<file path="src/inc/fsp_defs.vh">
// Purpose: Constants for the flash serial programming port.
// Assumes: Included by bare name; 20 MHz system clock.
// Notes:   Boot area bound and blank value are plain macros, not parameters.
`ifndef FSP_DEFS_VH
`define FSP_DEFS_VH
`define FSP_UNIT_BITS        4'h8
`define FSP_BIT_CNT_W        3
`define FSP_ID_BYTES         3'h7
`define FSP_ID_IDX_W         3
`define FSP_RESET_HOLD_CYC   5'h14
`define FSP_BLANK_BYTE       8'hFF
`define FSP_BOOT_AREA_HI     8'hFF
`define FSP_MODE_NORMAL      2'h1
`define FSP_MODE_SERIAL      2'h2
`define FSP_MODE_IDLE        2'h0
`define FSP_LAST_BIT         3'h7
`endif

</file>
<file path="src/rtl/fsp_id_store.v">
// Purpose: Seven-byte identification code store with registered read data.
// Assumes: Loaded by the on-chip processor through the write port.
// Notes:   Read data appear one cycle after the address.
`include "fsp_defs.vh"
module fsp_id_store (
    input  wire       clock,
    input  wire       wr_en,
    input  wire [2:0] wr_addr,
    input  wire [7:0] wr_data,
    input  wire [2:0] rd_addr,
    output reg  [7:0] rd_data
);
    reg [7:0] mem [0:6];
    always @(posedge clock) begin
        if (wr_en && wr_addr < `FSP_ID_BYTES) begin
            mem[wr_addr] <= wr_data;
        end
        if (rd_addr < `FSP_ID_BYTES) begin
            rd_data <= mem[rd_addr];
        end else begin
            rd_data <= `FSP_BLANK_BYTE;
        end
    end
endmodule // fsp_id_store

</file>
<file path="src/rtl/fsp_serial_port.v">
// Behaviour
// - Serial mode entered only if reset released with chip enable high, select low, mode high.
// - Processor-mode pin low at release selects normal operation.
// - Traffic uses only transfer clock, receive, transmit and busy signals.
// - Transfer clock comes from the programmer; device only samples it.
// - Busy goes low when ready to receive, high when reception starts.
// - Data move in units of eight bits.
// - Rewrites of the boot area are refused; user area only. The code refuses them in serial mode only; other modes grant them.
// - A seven-byte identification code is held for command gating.
// - Non-blank flash with mismatched code rejects programmer commands.
// - Rewrite is done by the on-chip processor from received data.
// - Mode unavailable when the boot control program is missing.
// - Receive sampled on rising transfer clock, transmit shifted on falling.
// - Bytes travel least significant bit first.
// - Busy held high through transfers and execution.
// Purpose: Serial programming link front end and entry logic.
// Assumes: Pins are asynchronous to clock; processor side is on clock.
// Notes:   Transfer clock is oversampled, so it must be well below clock/4.
`include "fsp_defs.vh"
module fsp_serial_port (
    input  wire       clock,
    input  wire       sys_rst,
    input  wire       chip_enable_in,
    input  wire       program_mode_select_in,
    input  wire       processor_mode_pin,
    input  wire       boot_program_valid,
    input  wire       flash_blank,
    input  wire       transfer_clock_in,
    input  wire       serial_receive_in,
    output reg        serial_transmit_out,
    output reg        serial_busy_out,
    output reg        serial_mode_active,
    output reg        normal_mode_active,
    output reg        reset_hold_short,
    output reg  [7:0] rx_byte,
    output reg        rx_byte_valid,
    output reg        rx_is_id,
    output reg        cmd_rejected,
    output reg        id_matched,
    input  wire       id_check_start,
    input  wire       id_wr_en,
    input  wire [2:0] id_wr_addr,
    input  wire [7:0] id_wr_data,
    input  wire [7:0] tx_byte,
    input  wire       tx_load,
    input  wire       exec_busy,
    input  wire [7:0] rewrite_addr_high,
    input  wire       rewrite_req,
    output reg        rewrite_grant,
    output reg        rewrite_refused
);
    wire [4:0] pin_raw;
    wire [4:0] pin_sync;
    wire      sclk_sync;
    wire      rxd_sync;
    wire      ce_sync;
    wire      epm_sync;
    wire      cnv_sync;
    reg       sclk_prev_reg;
    reg       rst_prev_reg;
    reg [4:0] hold_cnt_reg;
    reg [4:0] hold_cnt_next;
    reg [1:0] mode_reg;
    reg [1:0] mode_next;
    reg [2:0] state_reg;
    reg [2:0] state_next;
    reg [7:0] rx_shift_reg;
    reg [2:0] rx_cnt_reg;
    reg [7:0] tx_shift_reg;
    reg [2:0] tx_cnt_reg;
    reg       tx_armed_reg;
    reg [2:0] id_idx_reg;
    reg       id_ok_reg;
    reg       id_ok_known_reg;
    reg       id_cmp_pend_reg;
    wire [7:0] id_rd_data;
    wire      sclk_rise;
    wire      sclk_fall;
    wire      byte_done;

    localparam [2:0] ST_IDLE  = 3'h0;
    localparam [2:0] ST_READY = 3'h2;
    localparam [2:0] ST_XFER  = 3'h3;
    localparam [2:0] ST_EXEC  = 3'h4;

    // Shared by the receive and transmit bit counters
    function last_bit;
        input [2:0] cnt;
        begin
            last_bit = (cnt == `FSP_LAST_BIT);
        end
    endfunction

    function mode_is_serial;
        input [1:0] mode;
        begin
            mode_is_serial = (mode == `FSP_MODE_SERIAL);
        end
    endfunction

    // No reset on the synchronisers: pin levels must be settled by the release edge
    assign pin_raw = {processor_mode_pin, program_mode_select_in, chip_enable_in, serial_receive_in,
                      transfer_clock_in};
    genvar g;
    generate
        for (g = 0; g < 5; g = g + 1) begin : g_pin_sync
            reg [1:0] stage_reg;
            always @(posedge clock) begin
                stage_reg <= {stage_reg[0], pin_raw[g]};
            end
            // Only the second stage is read
            assign pin_sync[g] = stage_reg[1];
        end
    endgenerate
    assign sclk_sync = pin_sync[0];
    assign rxd_sync  = pin_sync[1];
    assign ce_sync   = pin_sync[2];
    assign epm_sync  = pin_sync[3];
    assign cnv_sync  = pin_sync[4];

    assign sclk_rise = sclk_sync & ~sclk_prev_reg;
    assign sclk_fall = ~sclk_sync & sclk_prev_reg;
    assign byte_done = sclk_rise && last_bit(rx_cnt_reg);

    fsp_id_store u_id_store (
        .clock   (clock),
        .wr_en   (id_wr_en),
        .wr_addr (id_wr_addr),
        .wr_data (id_wr_data),
        .rd_addr (id_idx_reg),
        .rd_data (id_rd_data)
    );

    // Count clocks under reset; short hold is flagged, entry still taken
    always @* begin
        hold_cnt_next = hold_cnt_reg;
        if (!sys_rst) begin
            hold_cnt_next = 5'h00;
        end else if (hold_cnt_reg == `FSP_RESET_HOLD_CYC) begin
            hold_cnt_next = hold_cnt_reg;
        end else if (hold_cnt_reg < `FSP_RESET_HOLD_CYC) begin
            hold_cnt_next = hold_cnt_reg + 5'h01;
        end else begin
            // Unknown count at power-up restarts from one
            hold_cnt_next = 5'h01;
        end
    end

    // Mode is decided once, in the first cycle after release
    always @* begin
        mode_next = mode_reg;
        if (rst_prev_reg && !sys_rst) begin
            if (!cnv_sync) begin
                mode_next = `FSP_MODE_NORMAL;
            end else if (ce_sync && !epm_sync && boot_program_valid) begin
                mode_next = `FSP_MODE_SERIAL;
            end else begin
                mode_next = `FSP_MODE_IDLE;
            end
        end
    end

    always @* begin
        state_next = state_reg;
        case (state_reg)
            ST_IDLE: begin
                if (mode_is_serial(mode_reg)) begin
                    state_next = ST_READY;
                end
            end
            ST_READY: begin
                if (sclk_fall) begin
                    state_next = ST_XFER;
                end
            end
            ST_XFER: begin
                if (byte_done) begin
                    state_next = ST_EXEC;
                end
            end
            ST_EXEC: begin
                if (!exec_busy && !tx_armed_reg && !id_cmp_pend_reg) begin
                    state_next = ST_READY;
                end
            end
            default: begin
                state_next = ST_IDLE;
            end
        endcase
    end

    always @(posedge clock) begin
        sclk_prev_reg <= sclk_sync;
        rst_prev_reg  <= sys_rst;
        hold_cnt_reg  <= hold_cnt_next;
        if (rst_prev_reg && !sys_rst) begin
            reset_hold_short <= (hold_cnt_reg != `FSP_RESET_HOLD_CYC);
        end
        if (sys_rst) begin
            mode_reg            <= `FSP_MODE_IDLE;
            state_reg           <= ST_IDLE;
            rx_shift_reg        <= 8'h00;
            rx_cnt_reg          <= 3'h0;
            tx_shift_reg        <= 8'hFF;
            tx_cnt_reg          <= 3'h0;
            tx_armed_reg        <= 1'b0;
            id_idx_reg          <= 3'h0;
            id_ok_reg           <= 1'b1;
            id_ok_known_reg     <= 1'b0;
            id_cmp_pend_reg     <= 1'b0;
            serial_transmit_out <= 1'b1;
            serial_busy_out     <= 1'b1;
            serial_mode_active  <= 1'b0;
            normal_mode_active  <= 1'b0;
            rx_byte             <= 8'h00;
            rx_byte_valid       <= 1'b0;
            rx_is_id            <= 1'b0;
            cmd_rejected        <= 1'b0;
            id_matched          <= 1'b0;
            rewrite_grant       <= 1'b0;
            rewrite_refused     <= 1'b0;
        end else begin
            mode_reg           <= mode_next;
            state_reg          <= state_next;
            serial_mode_active <= mode_is_serial(mode_reg);
            normal_mode_active <= (mode_reg == `FSP_MODE_NORMAL);
            // Busy low only while ready; high from first edge through execution
            serial_busy_out    <= (state_next != ST_READY);
            rx_byte_valid      <= 1'b0;
            cmd_rejected       <= 1'b0;
            rewrite_grant      <= 1'b0;
            rewrite_refused    <= 1'b0;
            if (state_reg == ST_READY || state_reg == ST_XFER) begin
                if (sclk_rise) begin
                    rx_shift_reg <= {rxd_sync, rx_shift_reg[7:1]};
                    rx_cnt_reg   <= rx_cnt_reg + 3'h1;
                end
                if (sclk_fall) begin
                    if (tx_armed_reg) begin
                        serial_transmit_out <= tx_shift_reg[0];
                        tx_shift_reg        <= {1'b1, tx_shift_reg[7:1]};
                        tx_cnt_reg          <= tx_cnt_reg + 3'h1;
                        if (last_bit(tx_cnt_reg)) begin
                            tx_armed_reg <= 1'b0;
                        end
                    end else begin
                        // Nothing loaded: line rests high so the programmer reads all ones
                        serial_transmit_out <= 1'b1;
                    end
                end
            end
            if (tx_load && !tx_armed_reg) begin
                tx_shift_reg <= tx_byte;
                tx_cnt_reg   <= 3'h0;
                tx_armed_reg <= 1'b1;
            end
            if (byte_done) begin
                rx_cnt_reg <= 3'h0;
                if (id_idx_reg < `FSP_ID_BYTES && rx_is_id) begin
                    id_cmp_pend_reg <= 1'b1;
                end else if (!flash_blank && !(id_ok_known_reg && id_ok_reg)) begin
                    cmd_rejected <= 1'b1;
                end else begin
                    rx_byte_valid <= 1'b1;
                end
                rx_byte <= {rxd_sync, rx_shift_reg[7:1]};
            end
            // Stored byte is registered, compare one cycle after index set
            if (id_cmp_pend_reg) begin
                id_cmp_pend_reg <= 1'b0;
                if (rx_byte != id_rd_data) begin
                    id_ok_reg <= 1'b0;
                end
                if (id_idx_reg == `FSP_ID_BYTES - 3'h1) begin
                    rx_is_id        <= 1'b0;
                    id_ok_known_reg <= 1'b1;
                    id_matched      <= id_ok_reg && (rx_byte == id_rd_data);
                end
                id_idx_reg <= id_idx_reg + 3'h1;
            end
            if (id_check_start) begin
                rx_is_id        <= 1'b1;
                id_idx_reg      <= 3'h0;
                id_ok_reg       <= 1'b1;
                id_ok_known_reg <= 1'b0;
                id_matched      <= 1'b0;
            end
            if (rewrite_req) begin
                if (mode_is_serial(mode_reg) && rewrite_addr_high == `FSP_BOOT_AREA_HI) begin
                    rewrite_refused <= 1'b1;
                end else begin
                    rewrite_grant <= 1'b1;
                end
            end
        end
    end
    // Only four link signals are used; no other pin carries traffic
endmodule // fsp_serial_port

</file>
<file path="config.mk">
export PLATFORM = sky130hd
export DESIGN_NAME = fsp_serial_port
export DESIGN_NICKNAME = d
export VERILOG_FILES = /design/src/rtl/fsp_id_store.v /design/src/rtl/fsp_serial_port.v
export VERILOG_INCLUDE_DIRS = /design/src /design/src/inc
export SDC_FILE = /design/constraint.sdc
export NUM_CORES = 1
export LEC_CHECK = 0
export BUFFER_PORTS_ARGS = -buffer_cell sky130_fd_sc_hd__buf_2
export CORE_AREA = 2 2 109 111
export CTS_CLUSTER_SIZE = 16
export DETAILED_ROUTE_END_ITERATION = 6
export DIE_AREA = 0 0 111 113
export PLACE_DENSITY = 0.64
export SETUP_SLACK_MARGIN = 0.2
export SLEW_MARGIN = 10
export SYNTH_ARGS = -nofsm -noshare
export SYNTH_HDL_FRONTEND = slang
export SYNTH_SLANG_ARGS = --single-unit
</file>
<file path="constraint.sdc">
create_clock -name clock -period 1.65 [get_ports clock]
set_clock_uncertainty 0.15 [all_clocks]
set_input_delay 0.33 -clock clock [delete_from_list [all_inputs] [get_ports clock]]
set_output_delay 0.33 -clock clock [all_outputs]
set_load 0.01 [all_outputs]
</file>
; ---- Word-level counts from Yosys, hierarchy flattened
; Memories as Yosys holds them, arrays and structs flattened. A register that Yosys moved wholly into a read port is not among the register bits.
; Cells that the tools add are included.
[op_classes]
n_lt_le_gt_ge = 3
eq_ne = 14
n_reduce_logical = 42
mux = 28
add_sub_neg = 4
bitwise_logic = 6
[op_table]
columns = op, n
row1 = $mux W8, 4
row2 = $mux W1, 16
row3 = $logic_and A1 B1 Y1, 13
row4 = $eq A3 B3 Y1 const B, 4
row5 = $mux W3, 4
row6 = $pmux W3 S4, 1
row7 = $reduce_and A2 Y1, 6
row8 = $reduce_bool A2 Y1, 5
row9 = $add A3 B1 Y3 const B, 3
row10 = $eq A8 B8 Y1, 1
row11 = $eq A8 B8 Y1 const B, 1
row12 = $logic_not A1 Y1, 8
row13 = $ne A8 B8 Y1, 1
row14 = $reduce_or A2 Y1, 4
row15 = $eq A3 B2 Y1 const B, 2
row16 = $lt A3 B3 Y1 const B, 2
row17 = $reduce_and A3 Y1, 2
row18 = $reduce_or A3 Y1, 2
row19 = $add A5 B1 Y5 const B, 1
row20 = $eq A5 B5 Y1 const B, 1
row21 = $lt A5 B5 Y1 const B, 1
row22 = $mux W5, 1
row23 = $ne A5 B5 Y1 const B, 1
row24 = $mux W2, 2
row25 = other kinds (7), 11
[totals]
word_cells = 129
n_memories = 1
output_inout_bits = 19
register_bits = 70
ram_bits = 56
in_bits = 41
[mem_list]
columns = memory, depth, word_bits, rd, rd_ports_with_merged_regs, wr, line_no
row1 = u_id_store.mem, 7, 8, 1, 1, 1, fsp_id_store.v:13  ; reg [7:0] mem [0:6];

; ---- Logic depth before layout (Yosys ltp)
[logic_depth]
depth_word = 6
mapped_depth = 7
depth_no_buf = 6

; ---- Modules after synthesis
; A second synthesis with hierarchy kept.
[hier_totals]
cells_unflattened = 405
hier_area_um2 = 5082.4
[by_module_without_submodules]
columns = mod, cells_per_inst, n_inst, area_each_um2, seq_area_each_um2
row1 = fsp_serial_port, 278, 1, 2660.1, 1391.3
row2 = fsp_id_store, 127, 1, 2422.3, 1841.8

; ---- Worst setup path after synthesis
; OpenSTA, ideal clock, no wires.
[synth_timing]
path_kind = reg2reg
startpoint = register id_idx_reg[0]
endpoint = register id_idx_reg[1]
stages_incl_launch_ff = 6
t_required_ps = 1385
path_buffers = 2
period_less_slack_ps = 1677
t_arrival_ps = 1413
path_slack_ps = -27
setup_ps = 115
path_cell_list = dfxtp_1 > buf_4 > buf_2 > inv_1 > ha_1 > a2111oi_0
[synth_via]
elab_chain_cells = 1
[synth_rtl]
columns = item, line_no
row1 = start: declaration, fsp_serial_port.v:72  ; reg [2:0] id_idx_reg;
row2 = start signal: assignment, fsp_serial_port.v:279  ; id_idx_reg <= id_idx_reg + 3'h1;
row3 = $add A3 B1 Y3, fsp_serial_port.v:279
; Every way passes these cells.
; A chain may end at the register's enable or synchronous reset.

; ---- Final worst setup path
[layout_timing]
startpoint = register rx_byte[7]
endpoint = register id_matched
[layout_via]
elab_chain_cells = 2
[layout_rtl]
columns = item, line_no
row1 = start: declaration, fsp_serial_port.v:35  ; output reg [7:0] rx_byte,
row2 = start signal: assignment, fsp_serial_port.v:266  ; rx_byte <= {rxd_sync, rx_shift_reg[7:1]};
row3 = $eq A8 B8 Y1, fsp_serial_port.v:277  ; id_matched <= id_ok_reg && (rx_byte == id_rd_data);
row4 = $logic_and A1 B1 Y1, fsp_serial_port.v:277
row5 = end signal: assignment, fsp_serial_port.v:277
row6 = end: declaration, fsp_serial_port.v:39  ; output reg id_matched,
; Every way passes these cells.

==> results.cfg <==
[power_and_ir_drop]
power.density_nw_per_um2 = 1080
p_sw_frac = 0.214
power.share.combinational = 0.049
ir_worst_vdd_mv = 1.02
leakagePower_nw = 2.59
p_sw_mw = 1.60
power_mw = 7.45
pwr-share-clk = 0.468
p_seq_frac = 0.483
intPower_mw = 5.85

[routing]
firstDrtPassIters = 5
drt_wl_total_um = 10500
first_iter_violations = 177
route.vias.total = 3412
avgRoutedWirePerCell_um = 15.7
via_per_inst = 5.13
detail-route-antenna-nets = 0
drc = 0

[sta]
finalSetupViolCount = 0
grt_setup_unrepaired = true
worstMarginPinSlew_ns = 0.515
min_period_ns = 1.57
slew_headroom = 0.657
fin_tns_setup_ns = 0
fmax_mhz = 636
timing.final.crit_share = 0.953
hold_violations = 0
drv_slew = 0

[finish]
fillers = 862
final_common_cell = dfxtp_1
layout_common_cells = dfxtp_1 (60), buf_2 (59), edfxtp_1 (57)
antenna_cells = 0
drive_gt1_frac = 0.450
largest_register_ffs = 56
multiInputGateArea_um2 = 1930
final_cells = 665
final_util = 0.610
regArea_um2 = 3260
area_growth_pct = 37.9
num-nets-final = 558

[synthesis]
yosysUniqueCellTypes = 47
postSynthCellCount = 396
synth-edff-count = 57
yosysWarnings = 0
synth_area_leaders = edfxtp_1 (34%), dfxtp_1 (31%), mux4_2 (3.6%), nand2_1 (3.1%), mux2i_1 (2.4%)
synth_area_um2 = 4990
synth_top_area_share = 0.343
synthFlopType = dfxtp_1
synth_area_per_cell_um2 = 12.6
synth_seq_cells = 133
yosysTopAreaCell = edfxtp_1
async_flop_share = 0
yosysSeqAreaShare = 0.648
synth_nets = 445

[worst_setup_path]
cpLargestDelayFamily = simple AND/OR/NAND/NOR gates
critPathBufInv = 0
startpoint_type = register
crit_type = register to register
crit_chain = xnor2_2, nand3_1, or4_4, o41ai_2
worstSetupEndpointType = register
crit_path_max_fanout = 3
cp_slowest_cell = or4_4
worstPathRequired_ns = 1.81
slowest_delay_ns = 0.55
arrival_ns = 1.73

[global_routing]
grt_pass1_wl_um = 16800
grt_start_max_net_pins = 23
overflow = 0
grt_use_total = 0.172
antenna_found_initial = 0
grt_pass1_vias = 3420

[place]
dp.cells = 599
gp_congestion = 0.781
dp_hpwl_um = 6530
numPortBuffers = 59

[hold_path]
holdCritPathClass = primary input to register

[floorplanning]
die_x_um = 111
fp.coreArea_um2 = 11300
row_count = 39
io_pins = 60
die_h_um = 113
dieArea_um2 = 12500
initial_utilization = 0.442

[run]
cap_violations = 0

[clock_tree]
cts_max_path_buffers = 2
cts-root-buf = clkbuf_16
cts_tree = built
h-tree-depth = 4
clkSinkCount = 133
path_clk_slew_ns = 0.06
insertion_delay_ns = 0.41
cts_buffers = 17

[status]
status = completed
## per-layer routing
layer  global-route usage  part of all wire  routed length [µm]  vias to the layer above
met4               0.0742             0.022                 231                        0
met1                0.201              0.42                4400                     1657
li1                     -                 -                   -                     1656
met3               0.0450             0.042                 436                       16
met2                0.301              0.52                5390                       83
met5                    0                 0                   0                        -
## power by group through the flow
| stage | clock network (mW) | logic (mW) | registers, mW |
|---|---|---|---|
| floorplan | 0 | 0.175 | 3.65 |
| finish | 3.48 | 0.366 | 3.60 |
| global route | 3.71 | 0.414 | 3.61 |
| global placement | 0 | 0.297 | 3.66 |
| CTS | 3.56 | 0.338 | 3.60 |
| detailed placement | 0 | 0.308 | 3.66 |
## metrics by stage
step | area (µm²) | hold slack [ns] | setup slack [ns]
2_1_floorplan | 5060 | 0.160 | 0.117
3_3_place_gp | 5630 | 0.161 | 0.121
3_5_place_dp | 5630 | 0.162 | 0.0745
4_1_cts | 6640 | 0.0126 | 0.0863
5_1_grt | 6880 | 0.0289 | -0.000568
6_report | 6880 | 0.0306 | 0.0774
## logic make-up after synthesis
family                     share of synthesized area
xor gates and xnor gates                      0.0228
adders and majority gates                     0.0201
AOI/OAI and AO/OA                             0.0758
DFF                                            0.648
muxes                                         0.0783
and+or+nand+nor                                0.126
buffers and inverters                         0.0291
## path summary, 6_finish.rpt
path / startpoint / endpoint / slack (ns) / depth (start not counted)
worst max-delay path: rx_byte[7]$_SDFFE_PP0P_ / id_matched$_SDFFE_PP0P_ / 0.08 / 4
worst min-delay path: id_wr_data[0] / u_id_store.mem[3][0]$_DFFE_PP_ / 0.03 / 1
worst max register to register: rx_byte[7]$_SDFFE_PP0P_ / id_matched$_SDFFE_PP0P_ / 0.08 / 4
worst min register to register: g_pin_sync[1].stage_reg[0]$_DFF_P_ / g_pin_sync[1].stage_reg[1]$_DFF_P_ / 0.18 / 0
## worst reg2reg max path, stage by stage, from the launching register on
cell and delay, ns:
dfxtp_2 0.36, xnor2_2 0.12, nand3_1 0.10, or4_4 0.55, o41ai_2 0.21
## cell usage after synthesis, drive strengths merged (3+ instances only)
master  count
mux2        8
xor2        3
nand4       3
buf         5
o221ai      8
a21boi      3
nor2b       4
dfxtp      76
nand3      11
ha          8
and3b       3
xnor2      10
nor3       13
nor3b       4
mux4        8
nand2      41
a21oi      16
nor2       24
and2        3
mux2i      12
nand2b      8
inv        15
a221oi      7
o21ai      12
edfxtp     57
clkbuf     14
## cell type report
class                   count  share of cell area
flip-flops and latches    133               0.474
multi-input cells         230               0.281
repair buffers            112               0.130
clock buffers              21              0.0658
well taps                 143              0.0260
clock inverters            11              0.0149
inverters                  15             0.00818
## what timing repair did
item	in CTS	in global routing
resized for setup	32	68
endpoints found under the setup margin	38	55
hold endpoints to repair	13	0
pin swaps	10	27
buffers inserted	14	2
gates cloned	5	0
hold buffers	13	0
Power figures use the tool's default switching activity.
